==> src/design/shs_defs.svh <==
// register offsets, field positions, reset values and stream constants
`ifndef SHS_DEFS_SVH
`define SHS_DEFS_SVH

`define SHS_REG_CTRL 5'h00
`define SHS_REG_EMB_LEN 5'h04
`define SHS_REG_STATUS 5'h08
`define SHS_REG_PARITY 5'h0c
`define SHS_REG_MB_COUNT 5'h10

`define SHS_CTRL_EN_BIT 0
`define SHS_CTRL_MODE_LSB 4
`define SHS_CTRL_MODE_MSB 5
`define SHS_EMB_LEN_RST 8'h01

`define SHS_STAT_BLK_LSB 0
`define SHS_STAT_MB_LSB 8
`define SHS_STAT_MODE_LSB 16
`define SHS_STAT_RUN_BIT 24

`define SHS_CRC_POLY_HEX 12'h987
`define SHS_FEC_TAPS 26'h0220211
`define SHS_CRC_W 12
`define SHS_FEC_W 26
`define SHS_BLOCK_BITS 64
`define SHS_BLOCKS_PER_MB 32
`define SHS_LAST_BLOCK 5'h1f

`define SHS_CRC_PILOT_ONES 32'h00a88888
`define SHS_END_OF_EXTENDED_MULTIBLOCK_FLAG_POS 22
`define SHS_EOMB_LSB 27
`define SHS_EOMB_PATTERN 5'h10
`define SHS_FEC_HI_LAST 21
`define SHS_FEC_LO_FIRST 23
`define SHS_HDR_ONE 2'h1
`define SHS_HDR_ZERO 2'h2

`endif

==> src/design/shs_pkg.sv <==
// types shared by the sync header stream transmitter
package shs_pkg;
  typedef enum logic [1:0] {
    SH_MODE_CRC12 = 2'h0,
    SH_MODE_FEC = 2'h2
  } sh_mode_type;
  typedef logic [25:0] fec_word_type;
  typedef logic [11:0] crc_word_type;
endpackage

==> src/design/shs_parity_step.sv <==
// one parallel step of a serial parity shift register, msb first
`timescale 1ns/1ps
module shs_parity_step #(
  parameter int W = 12,
  parameter logic [W-1:0] TAPS = '0,
  parameter int DW = 64
) (
  input wire logic [W-1:0] state_in,
  input wire logic [DW-1:0] data_in,
  output logic [W-1:0] state_out
);
  // unrolled bit loop; msb of data is the first serialized bit
  always_comb begin
    logic [W-1:0] s;
    logic fb;
    s = state_in;
    fb = 1'b0;
    for (int i = DW - 1; i >= 0; i--) begin
      fb = data_in[i] ^ s[W-1];
      s = {s[W-2:0], 1'b0} ^ (fb ? TAPS : '0);
    end
    state_out = s;
  end
endmodule

==> src/design/shs_avalon_regs.sv <==
// avalon-mm register slave with one wait state per access
`timescale 1ns/1ps
`include "shs_defs.svh"
module shs_avalon_regs (
  input wire logic clk,
  input wire logic rst_n,
  input wire logic [4:0] address,
  input wire logic read,
  input wire logic write,
  input wire logic [31:0] writedata,
  input wire logic [3:0] byteenable,
  output logic [31:0] readdata,
  output logic waitrequest,
  output logic link_enable,
  output shs_pkg::sh_mode_type mode_select,
  output logic [7:0] emb_len,
  input wire logic [31:0] status_word,
  input wire logic [25:0] parity_word,
  input wire logic [31:0] mb_count
);
  import shs_pkg::*;

  logic take;
  logic [1:0] wmode;

  // access completes at the edge where waitrequest is low
  assign take = (read | write) & ~waitrequest;
  assign wmode = writedata[`SHS_CTRL_MODE_MSB:`SHS_CTRL_MODE_LSB];

  // one wait cycle, then a single cycle with waitrequest low
  always_ff @(posedge clk or negedge rst_n) begin
    if (!rst_n) begin
      waitrequest <= 1'b1;
    end else if ((read | write) & waitrequest) begin
      waitrequest <= 1'b0;
    end else begin
      waitrequest <= 1'b1;
    end
  end

  // control register; only the two offered mode codes are accepted
  always_ff @(posedge clk or negedge rst_n) begin
    if (!rst_n) begin
      link_enable <= 1'b0;
      mode_select <= SH_MODE_CRC12;
      emb_len <= `SHS_EMB_LEN_RST;
    end else if (take & write) begin
      if (address == `SHS_REG_CTRL && byteenable[0]) begin
        link_enable <= writedata[`SHS_CTRL_EN_BIT];
        if (wmode == SH_MODE_CRC12) begin
          mode_select <= SH_MODE_CRC12;
        end else if (wmode == SH_MODE_FEC) begin
          mode_select <= SH_MODE_FEC;
        end
      end
      if (address == `SHS_REG_EMB_LEN && byteenable[0]) begin
        emb_len <= writedata[7:0];
      end
    end
  end

  // read data is loaded together with the drop of waitrequest
  always_ff @(posedge clk or negedge rst_n) begin
    if (!rst_n) begin
      readdata <= 32'h0;
    end else if (read & waitrequest) begin
      case (address)
        `SHS_REG_CTRL: readdata <= {26'h0, mode_select, 3'h0, link_enable};
        `SHS_REG_EMB_LEN: readdata <= {24'h0, emb_len};
        `SHS_REG_STATUS: readdata <= status_word;
        `SHS_REG_PARITY: readdata <= {6'h0, parity_word};
        `SHS_REG_MB_COUNT: readdata <= mb_count;
        default: readdata <= 32'h0;
      endcase
    end
  end
endmodule

==> src/design/sync_header_stream_crc_fec.sv <==
// 64b/66b transmit sync header stream with crc-12 or fec parity
`timescale 1ns/1ps
`include "shs_defs.svh"
module sync_header_stream_crc_fec #(
  parameter int MB_CNT_W = 8
) (
  input wire logic REF_CLK,
  input wire logic RST_N,
  // avalon register bus, one wait state per access
  input wire logic [4:0] AVS_ADDRESS,
  input wire logic AVS_READ,
  input wire logic AVS_WRITE,
  input wire logic [31:0] AVS_WRITEDATA,
  input wire logic [3:0] AVS_BYTEENABLE,
  output logic [31:0] AVS_READDATA,
  output logic AVS_WAITREQUEST,
  // scrambled blocks in; no ready, so the source can never be stalled
  input wire logic IN_VALID,
  input wire logic [63:0] IN_DATA,
  // coded blocks out, one cycle behind the input
  output logic OUT_VALID,
  output logic [1:0] OUT_HEADER,
  output logic [63:0] OUT_DATA,
  output logic OUT_MB_END,
  output logic OUT_EMB_END
);
  import shs_pkg::*;

  // the hex form drops the +1 term and keeps x^12..x^1 in bits 11..0;
  // the serial divider needs x^11..x^0, so shift one up and add the 1
  localparam logic [11:0] CRC_NAME = `SHS_CRC_POLY_HEX;
  localparam logic [11:0] CRC_TAPS = {CRC_NAME[10:0], 1'b1};

  // configuration from the register slave
  // registered in the slave, so safe to use on this clock directly
  logic link_enable;
  sh_mode_type mode_select;
  logic [7:0] emb_len;

  // framing state
  logic [4:0] blk_q;
  logic [MB_CNT_W-1:0] mb_q;
  logic [31:0] mb_total_q;
  sh_mode_type act_mode_q;
  logic [31:0] shs_q;

  // parity state
  // state words run inside a multiblock, parity words hold the result
  crc_word_type crc_state_q;
  fec_word_type fec_state_q;
  crc_word_type crc_parity_q;
  fec_word_type fec_parity_q;
  crc_word_type crc_seed;
  fec_word_type fec_seed;
  crc_word_type crc_next;
  fec_word_type fec_next;

  // per-block decisions
  // all combinational, evaluated on the block presented at the input
  logic step;
  logic first_blk;
  logic last_blk;
  logic last_mb;
  logic [MB_CNT_W-1:0] mb_wrap;
  sh_mode_type mode_now;
  logic [31:0] shs_now;
  logic hdr_bit;
  logic [31:0] status_word;
  logic [25:0] parity_word;

  // software view: enable, mode, extended length and read-only counters
  shs_avalon_regs u_regs (
    .clk(REF_CLK),
    .rst_n(RST_N),
    .address(AVS_ADDRESS),
    .read(AVS_READ),
    .write(AVS_WRITE),
    .writedata(AVS_WRITEDATA),
    .byteenable(AVS_BYTEENABLE),
    .readdata(AVS_READDATA),
    .waitrequest(AVS_WAITREQUEST),
    .link_enable(link_enable),
    .mode_select(mode_select),
    .emb_len(emb_len),
    .status_word(status_word),
    .parity_word(parity_word),
    .mb_count(mb_total_q)
  );

  // builds the 32-bit stream for one multiblock
  // called only at block zero; the result is held in shs_q so that a
  // parity update at block 31 cannot disturb the stream being sent
  // fec and crc share positions 0-26, end bits are common, pilot ones are crc only
  // a fresh stream per multiblock keeps no state from the one before
  function automatic logic [31:0] build_stream(
    input sh_mode_type mode,
    input crc_word_type crc,
    input fec_word_type fec,
    input logic end_of_extended_multiblock_flag
  );
    logic [31:0] s;
    s = 32'h0;
    if (mode == SH_MODE_FEC) begin
      // parity fills 0-21 and 23-26, jumping over the flag at 22
      for (int p = 0; p <= `SHS_FEC_HI_LAST; p++) begin
        s[p] = fec[25-p];
      end
      for (int p = 0; p < 4; p++) begin
        s[`SHS_FEC_LO_FIRST+p] = fec[3-p];
      end
    end else begin
      // command positions stay zero; only crc and pilot ones are set
      // a one every fourth position keeps 00001 out of the crc field
      for (int g = 0; g < 4; g++) begin
        for (int k = 0; k < 3; k++) begin
          s[4*g+k] = crc[11-3*g-k];
        end
      end
      s = s | `SHS_CRC_PILOT_ONES;
    end
    // end of multiblock and extended flag are common to both formats
    s[`SHS_END_OF_EXTENDED_MULTIBLOCK_FLAG_POS] = end_of_extended_multiblock_flag;
    // pattern bit 4 lands on position 31, the last header sent
    s[`SHS_EOMB_LSB+4:`SHS_EOMB_LSB] = `SHS_EOMB_PATTERN;
    return s;
  endfunction

  // a block is coded only while the link is enabled
  // input blocks while disabled are dropped; none is queued for later
  assign step = IN_VALID & link_enable;
  assign first_blk = (blk_q == 5'h0);
  assign last_blk = (blk_q == `SHS_LAST_BLOCK);
  // a length of zero is treated as one multiblock per extended one
  // (otherwise a zero would wrap to all ones, the longest extended multiblock)
  assign mb_wrap = (emb_len == 8'h0) ? '0 :
    MB_CNT_W'(emb_len - 8'h1);
  assign last_mb = (mb_q >= mb_wrap);

  // mode is sampled at the first block so a multiblock never mixes formats
  // a mode write in mid-multiblock waits for the next boundary
  assign mode_now = first_blk ? mode_select : act_mode_q;

  // the stream of a multiblock is fixed at its first block
  // block k sends stream position k as its header
  assign shs_now = first_blk ?
    build_stream(mode_now, crc_parity_q, fec_parity_q, last_mb) : shs_q;
  assign hdr_bit = shs_now[blk_q];

  // generators restart from zero at block zero
  // seeding here saves a clear cycle between multiblocks
  assign crc_seed = first_blk ? '0 : crc_state_q;
  assign fec_seed = first_blk ? '0 : fec_state_q;

  // headers never enter the generators, only the 64 payload bits
  // each instance unrolls 64 serial shifts into one step per block;
  // the deep xor tree is the price for taking a block every cycle
  // at the word clock instead of running a bit-rate clock
  // both run always, so a mode change needs no warm-up multiblock
  shs_parity_step #(
    .W(`SHS_CRC_W),
    .TAPS(CRC_TAPS),
    .DW(`SHS_BLOCK_BITS)
  ) u_crc (
    .state_in(crc_seed),
    .data_in(IN_DATA),
    .state_out(crc_next)
  );

  shs_parity_step #(
    .W(`SHS_FEC_W),
    .TAPS(`SHS_FEC_TAPS),
    .DW(`SHS_BLOCK_BITS)
  ) u_fec (
    .state_in(fec_seed),
    .data_in(IN_DATA),
    .state_out(fec_next)
  );

  // block and multiblock counters; no alignment sequence precedes data
  // disabling the link restarts framing at block zero of multiblock zero
  always_ff @(posedge REF_CLK or negedge RST_N) begin
    if (!RST_N) begin
      blk_q <= 5'h0;
      mb_q <= '0;
    end else if (!link_enable) begin
      blk_q <= 5'h0;
      mb_q <= '0;
    end else if (step) begin
      blk_q <= blk_q + 5'h1;
      if (last_blk) begin
        mb_q <= last_mb ? '0 : mb_q + 1'b1;
      end
    end
  end

  // count of multiblocks sent since reset, for software
  // wraps silently; software reads it as a free-running tally
  always_ff @(posedge REF_CLK or negedge RST_N) begin
    if (!RST_N) begin
      mb_total_q <= 32'h0;
    end else if (step && last_blk) begin
      mb_total_q <= mb_total_q + 32'h1;
    end
  end

  // latched mode and stream for the rest of the multiblock
  // the stream register feeds hdr_bit for blocks 1 to 31
  always_ff @(posedge REF_CLK or negedge RST_N) begin
    if (!RST_N) begin
      act_mode_q <= SH_MODE_CRC12;
      shs_q <= 32'h0;
    end else if (step && first_blk) begin
      act_mode_q <= mode_select;
      shs_q <= shs_now;
    end
  end

  // running generator state
  // state while idle is kept; the seed reloads it at the next block zero
  always_ff @(posedge REF_CLK or negedge RST_N) begin
    if (!RST_N) begin
      crc_state_q <= '0;
      fec_state_q <= '0;
    end else if (step) begin
      crc_state_q <= crc_next;
      fec_state_q <= fec_next;
    end
  end

  // parity of the finished multiblock, carried by the following one;
  // cleared while disabled so a restarted link sends zero parity first
  // (a stale word would fail the far end's first comparison)
  always_ff @(posedge REF_CLK or negedge RST_N) begin
    if (!RST_N) begin
      crc_parity_q <= '0;
      fec_parity_q <= '0;
    end else if (!link_enable) begin
      crc_parity_q <= '0;
      fec_parity_q <= '0;
    end else if (step && last_blk) begin
      crc_parity_q <= crc_next;
      fec_parity_q <= fec_next;
    end
  end

  // output block: header pair in front of the unchanged payload
  // data is held between blocks; only the valid pulse marks a new one
  always_ff @(posedge REF_CLK or negedge RST_N) begin
    if (!RST_N) begin
      OUT_VALID <= 1'b0;
      OUT_HEADER <= `SHS_HDR_ZERO;
      OUT_DATA <= 64'h0;
    end else begin
      OUT_VALID <= step;
      if (step) begin
        OUT_HEADER <= hdr_bit ? `SHS_HDR_ONE : `SHS_HDR_ZERO;
        OUT_DATA <= IN_DATA;
      end
    end
  end

  // boundary markers travel with the last block of each multiblock
  // downstream framing can use these instead of decoding the stream
  always_ff @(posedge REF_CLK or negedge RST_N) begin
    if (!RST_N) begin
      OUT_MB_END <= 1'b0;
      OUT_EMB_END <= 1'b0;
    end else begin
      OUT_MB_END <= step & last_blk;
      OUT_EMB_END <= step & last_blk & last_mb;
    end
  end

  // status word and the parity word of the active format
  // the multiblock index is cut to eight bits for the status field
  // the crc word is zero-extended so both formats share one register
  assign status_word = {7'h0, link_enable, 6'h0, act_mode_q,
    8'(mb_q), 3'h0, blk_q};
  assign parity_word = (act_mode_q == SH_MODE_FEC) ? fec_parity_q :
    {14'h0, crc_parity_q};
endmodule

==> config.mk <==
export PLATFORM = sky130hd
export DESIGN_NAME = sync_header_stream_crc_fec
export DESIGN_NICKNAME = d
export VERILOG_FILES = /design/src/design/shs_pkg.sv /design/src/design/shs_parity_step.sv /design/src/design/shs_avalon_regs.sv /design/src/design/sync_header_stream_crc_fec.sv
export VERILOG_INCLUDE_DIRS = /design/src /design/src/design
export SDC_FILE = /design/constraint.sdc
export NUM_CORES = 1
export LEC_CHECK = 0
export BUFFER_PORTS_ARGS = -buffer_cell sky130_fd_sc_hd__buf_2
export CAP_MARGIN = 20
export CORE_MARGIN = 1
export CORE_UTILIZATION = 50
export CTS_BUF_LIST = sky130_fd_sc_hd__clkbuf_8
export DETAILED_ROUTE_END_ITERATION = 8
export PLACE_DENSITY = 0.69
export SYNTH_ARGS = -nofsm -noshare
export SYNTH_HDL_FRONTEND = slang
export SYNTH_SLANG_ARGS = --single-unit
==> constraint.sdc <==
create_clock -name REF_CLK -period 10.92 [get_ports REF_CLK]
set_clock_uncertainty 0.05 [all_clocks]
set_input_delay 2.73 -clock REF_CLK [delete_from_list [all_inputs] [get_ports REF_CLK]]
set_output_delay 2.73 -clock REF_CLK [all_outputs]
set_load 0.1 [all_outputs]
==> reports/summary.txt <==
Synth warnings - 0
drc violations - 0
CP arrival - 8.76 ns
flops & latches, synth - 266
die width - 190.7 um
CTS H-tree lvls - 2
Layout area overhead - 12.84%
unrepaired setup endpoints after global routing - no
GPL Wtd Cong - 0.9375
initial drt markers - 968
Main synth FF type - dfrtp_1
setup tns final - 0 ns
drt total wl - 47.82 mm
grt total ovfl - 0
clk root buf - clkbuf_8
MaxCap Viol Count - 0
ratio of cells with drive above 1 in the final layout - 17.22%
Top-Level Pins - 212
CTS Buf Count - 47
CP endpoint kind - flop
clock buffer depth - 3
design area - 20100 um^2
drt first pass iters - 8
GR Layer Usage met3 - 5.594%
Async SR Flop Fraction - 100.0%
Final Cycle Share - 76.42%
Post-CTS Setup Bufs - 0
Area after DPL - 19070 um^2
first-pass GRT wire length - 75.22 mm
Initial Utilization - 51.18%
Die H - 190.7 um
DR vias - 13080
WL per Instance - 19.92 um
gr usage total - 27.27%
estimated wirelength of the detail-placed design - 35.99 mm
Mean Syn Cell Area - 10.18 um^2
max frequency - 119.8 MHz
Post-Syn Area - 17810 um^2
final antenna-violating net count - 0
vias in the first global route - 13120
Reg2Reg Depth - 19
Min-Delay Endpoint - OUT_DATA[35]
post-DR vias/cell - 5.450
Post-synth EDFFs - 0
met2 GRT Util - 42.13%
pin count of the biggest net entering global routing - 129
Slew headroom - 29.35%
number of antenna violations at the first check in global routing - 1
Worst Min Path Start - OUT_DATA[35]
WP data required - 11.34 ns
Hold Vio Cnt, Final - 0
fin crit period - 8.345 ns
M1 GR Usage - 38.11%
Mapped Cells - 1749
Worst-Margin Slew - 1.060 ns
syn_nets - 1873
post-synthesis sequential area ratio - 37.40%
Pins Over Slew Limit - 0
Setup-failing EPs final - 0
core area - 34800 um^2
flop-to-flop setup slack - 2.95 ns
Setup Crit Path Kind - in -> reg
post_cts resized - 0
fin nets - 2033
Max FO, Critical Path - 6
diodes inserted - 0
IO Port Bufs - 184
Worst-Skew Late Latency - 0.63 ns
Sink Count - 266
Clock transition at path regs - 0.06 ns
class of the worst hold path - reg -> reg
Post-CTS Hold Buffers - 0
CTS tree - yes
worst reg2reg endpoint - crc_state_q[9]
Worst setup SP type - primary input
# rows - 68
r2r startpoint - blk_q[0]
Die Area - 36380 um^2
Hold Path Depth - 2
global routing's busiest layer - met2
outcome - finished, final reports clean
Synth cell types - 61
## flip-flops by register name (all words and copies together), names as in the netlist, 2 cells and up
| register | count |
|---|---|
| OUT_DATA | 64 |
| OUT_HEADER | 2 |
| blk_q | 5 |
| crc_parity_q | 12 |
| crc_state_q | 12 |
| fec_parity_q | 26 |
| fec_state_q | 26 |
| mb_q | 8 |
| mb_total_q | 32 |
| shs_q | 32 |
| u_regs.emb_len | 8 |
| u_regs.readdata | 32 |
## through the flow
step	worst slack (ns)	hold WS [ns]	cells	utilization (%)
CTS	2.631	0.4223	2397	57.58
detailed placement	2.007	0.4065	2312	54.80
floorplan	2.579	0.3789	1749	-
global placement	2.084	0.3956	2312	54.80
global route	2.275	0.4381	2400	57.75
finish	2.575	0.4188	2400	57.75
## worst max-delay path, stage by stage
cell and delay (ns):
buf_2 0.22, xor2_1 0.21, xnor2_1 0.11, xnor2_1 0.62, xnor2_1 0.30, xnor3_1 0.41
xor3_1 0.51, xor2_1 0.33, xor2_2 0.23, xor2_1 0.35, xor3_2 0.60, xnor3_1 0.41
xnor3_2 0.48, xnor2_4 0.25, xnor3_2 0.49, xnor3_1 0.43, o21ai_1 0.07
## logic make-up (layout without fill, tap and decap cells)
family          count (synthesis)  count (layout)  synth area share (%)
buf+inv                        99             295                 2.185
mux                            45              45                 2.923
fa+ha+maj                      14              14                0.9836
compound gates                226             226                 7.637
xor+xnor                      550             550                 35.86
simple gates                  549             549                 13.01
flops                         266             266                 37.40
## worst max path at each step
stage | startpoint | endpoint | slack (ns)
global placement | IN_DATA[58] | crc_state_q[9] | 2.08
detailed placement | IN_DATA[54] | crc_state_q[9] | 2.01
CTS | IN_DATA[54] | crc_state_q[9] | 2.63
floorplan | IN_DATA[58] | crc_state_q[9] | 2.58
finish | IN_DATA[54] | crc_state_q[9] | 2.57
global route | IN_DATA[54] | crc_state_q[9] | 2.28
## cell usage in the layout (no fill, tap or decap), types with 6 or more instances in the layout
master and count:
clkbuf_8 56, nor2_1 44, ha_1 14, clkinv_2 11, dfrtp_1 263, nand2b_1 7, xor3_1 9, xnor3_1 76
xnor3_2 9, a22oi_1 9, buf_2 184, a21oi_1 11, xor2_1 127, a22o_1 14, mux2i_1 25, nand2_1 408
nor3_1 6, and2_1 14, nand3_1 17, and3_1 14, a222oi_1 14, buf_4 12, nor2b_1 12, inv_1 22
mux2_2 16, o21ai_1 8, o211ai_1 7, o21ai_0 142, xnor2_1 309
## metal layers
layer / vias up / part of all wire, %
met3: 96 / 7.0
met2: 437 / 46
li1: 6106 / -
met4: 2 / 3.1
met1: 6438 / 44
met5: - / 0.027
## cells in the mapped netlist, types with 9 or more instances
| cell type | count | area, um^2 |
|---|---|---|
| a222oi_1 | 14 | 140.1 |
| xnor2_1 | 309 | 2706 |
| inv_1 | 10 | 37.54 |
| ha_1 | 14 | 175.2 |
| nand2_1 | 409 | 1535 |
| xnor3_1 | 76 | 1712 |
| mux2_2 | 16 | 180.2 |
| nor2_1 | 44 | 165.2 |
| nor2b_1 | 12 | 75.07 |
| a22oi_1 | 9 | 67.56 |
| a21oi_1 | 11 | 55.05 |
| xor3_1 | 9 | 214.0 |
| dfrtp_1 | 263 | 6581 |
| nand3_1 | 17 | 85.08 |
| and2_1 | 15 | 93.84 |
| and3_1 | 14 | 87.58 |
| o21ai_0 | 142 | 710.7 |
| a22o_1 | 14 | 122.6 |
| mux2i_1 | 25 | 250.2 |
| clkbuf_1 | 76 | 285.3 |
| xnor3_2 | 9 | 214.0 |
| xor2_1 | 127 | 1112 |
## layout make-up
type / count / area [um^2]
Sequential cell: 266 / 6660
Tap cell: 455 / 569.3
Clock inverter: 29 / 196.4
Multi-Input combinational cell: 1384 / 10780
Clock buffer: 56 / 770.7
Timing Repair Buffer: 199 / 1081
Fill cell: 3033 / 14700
Inverter: 11 / 41.29
Power is left out: the tool's default activity adds up to more than one toggle a clock period on the data nets, which glitch-free logic cannot reach.
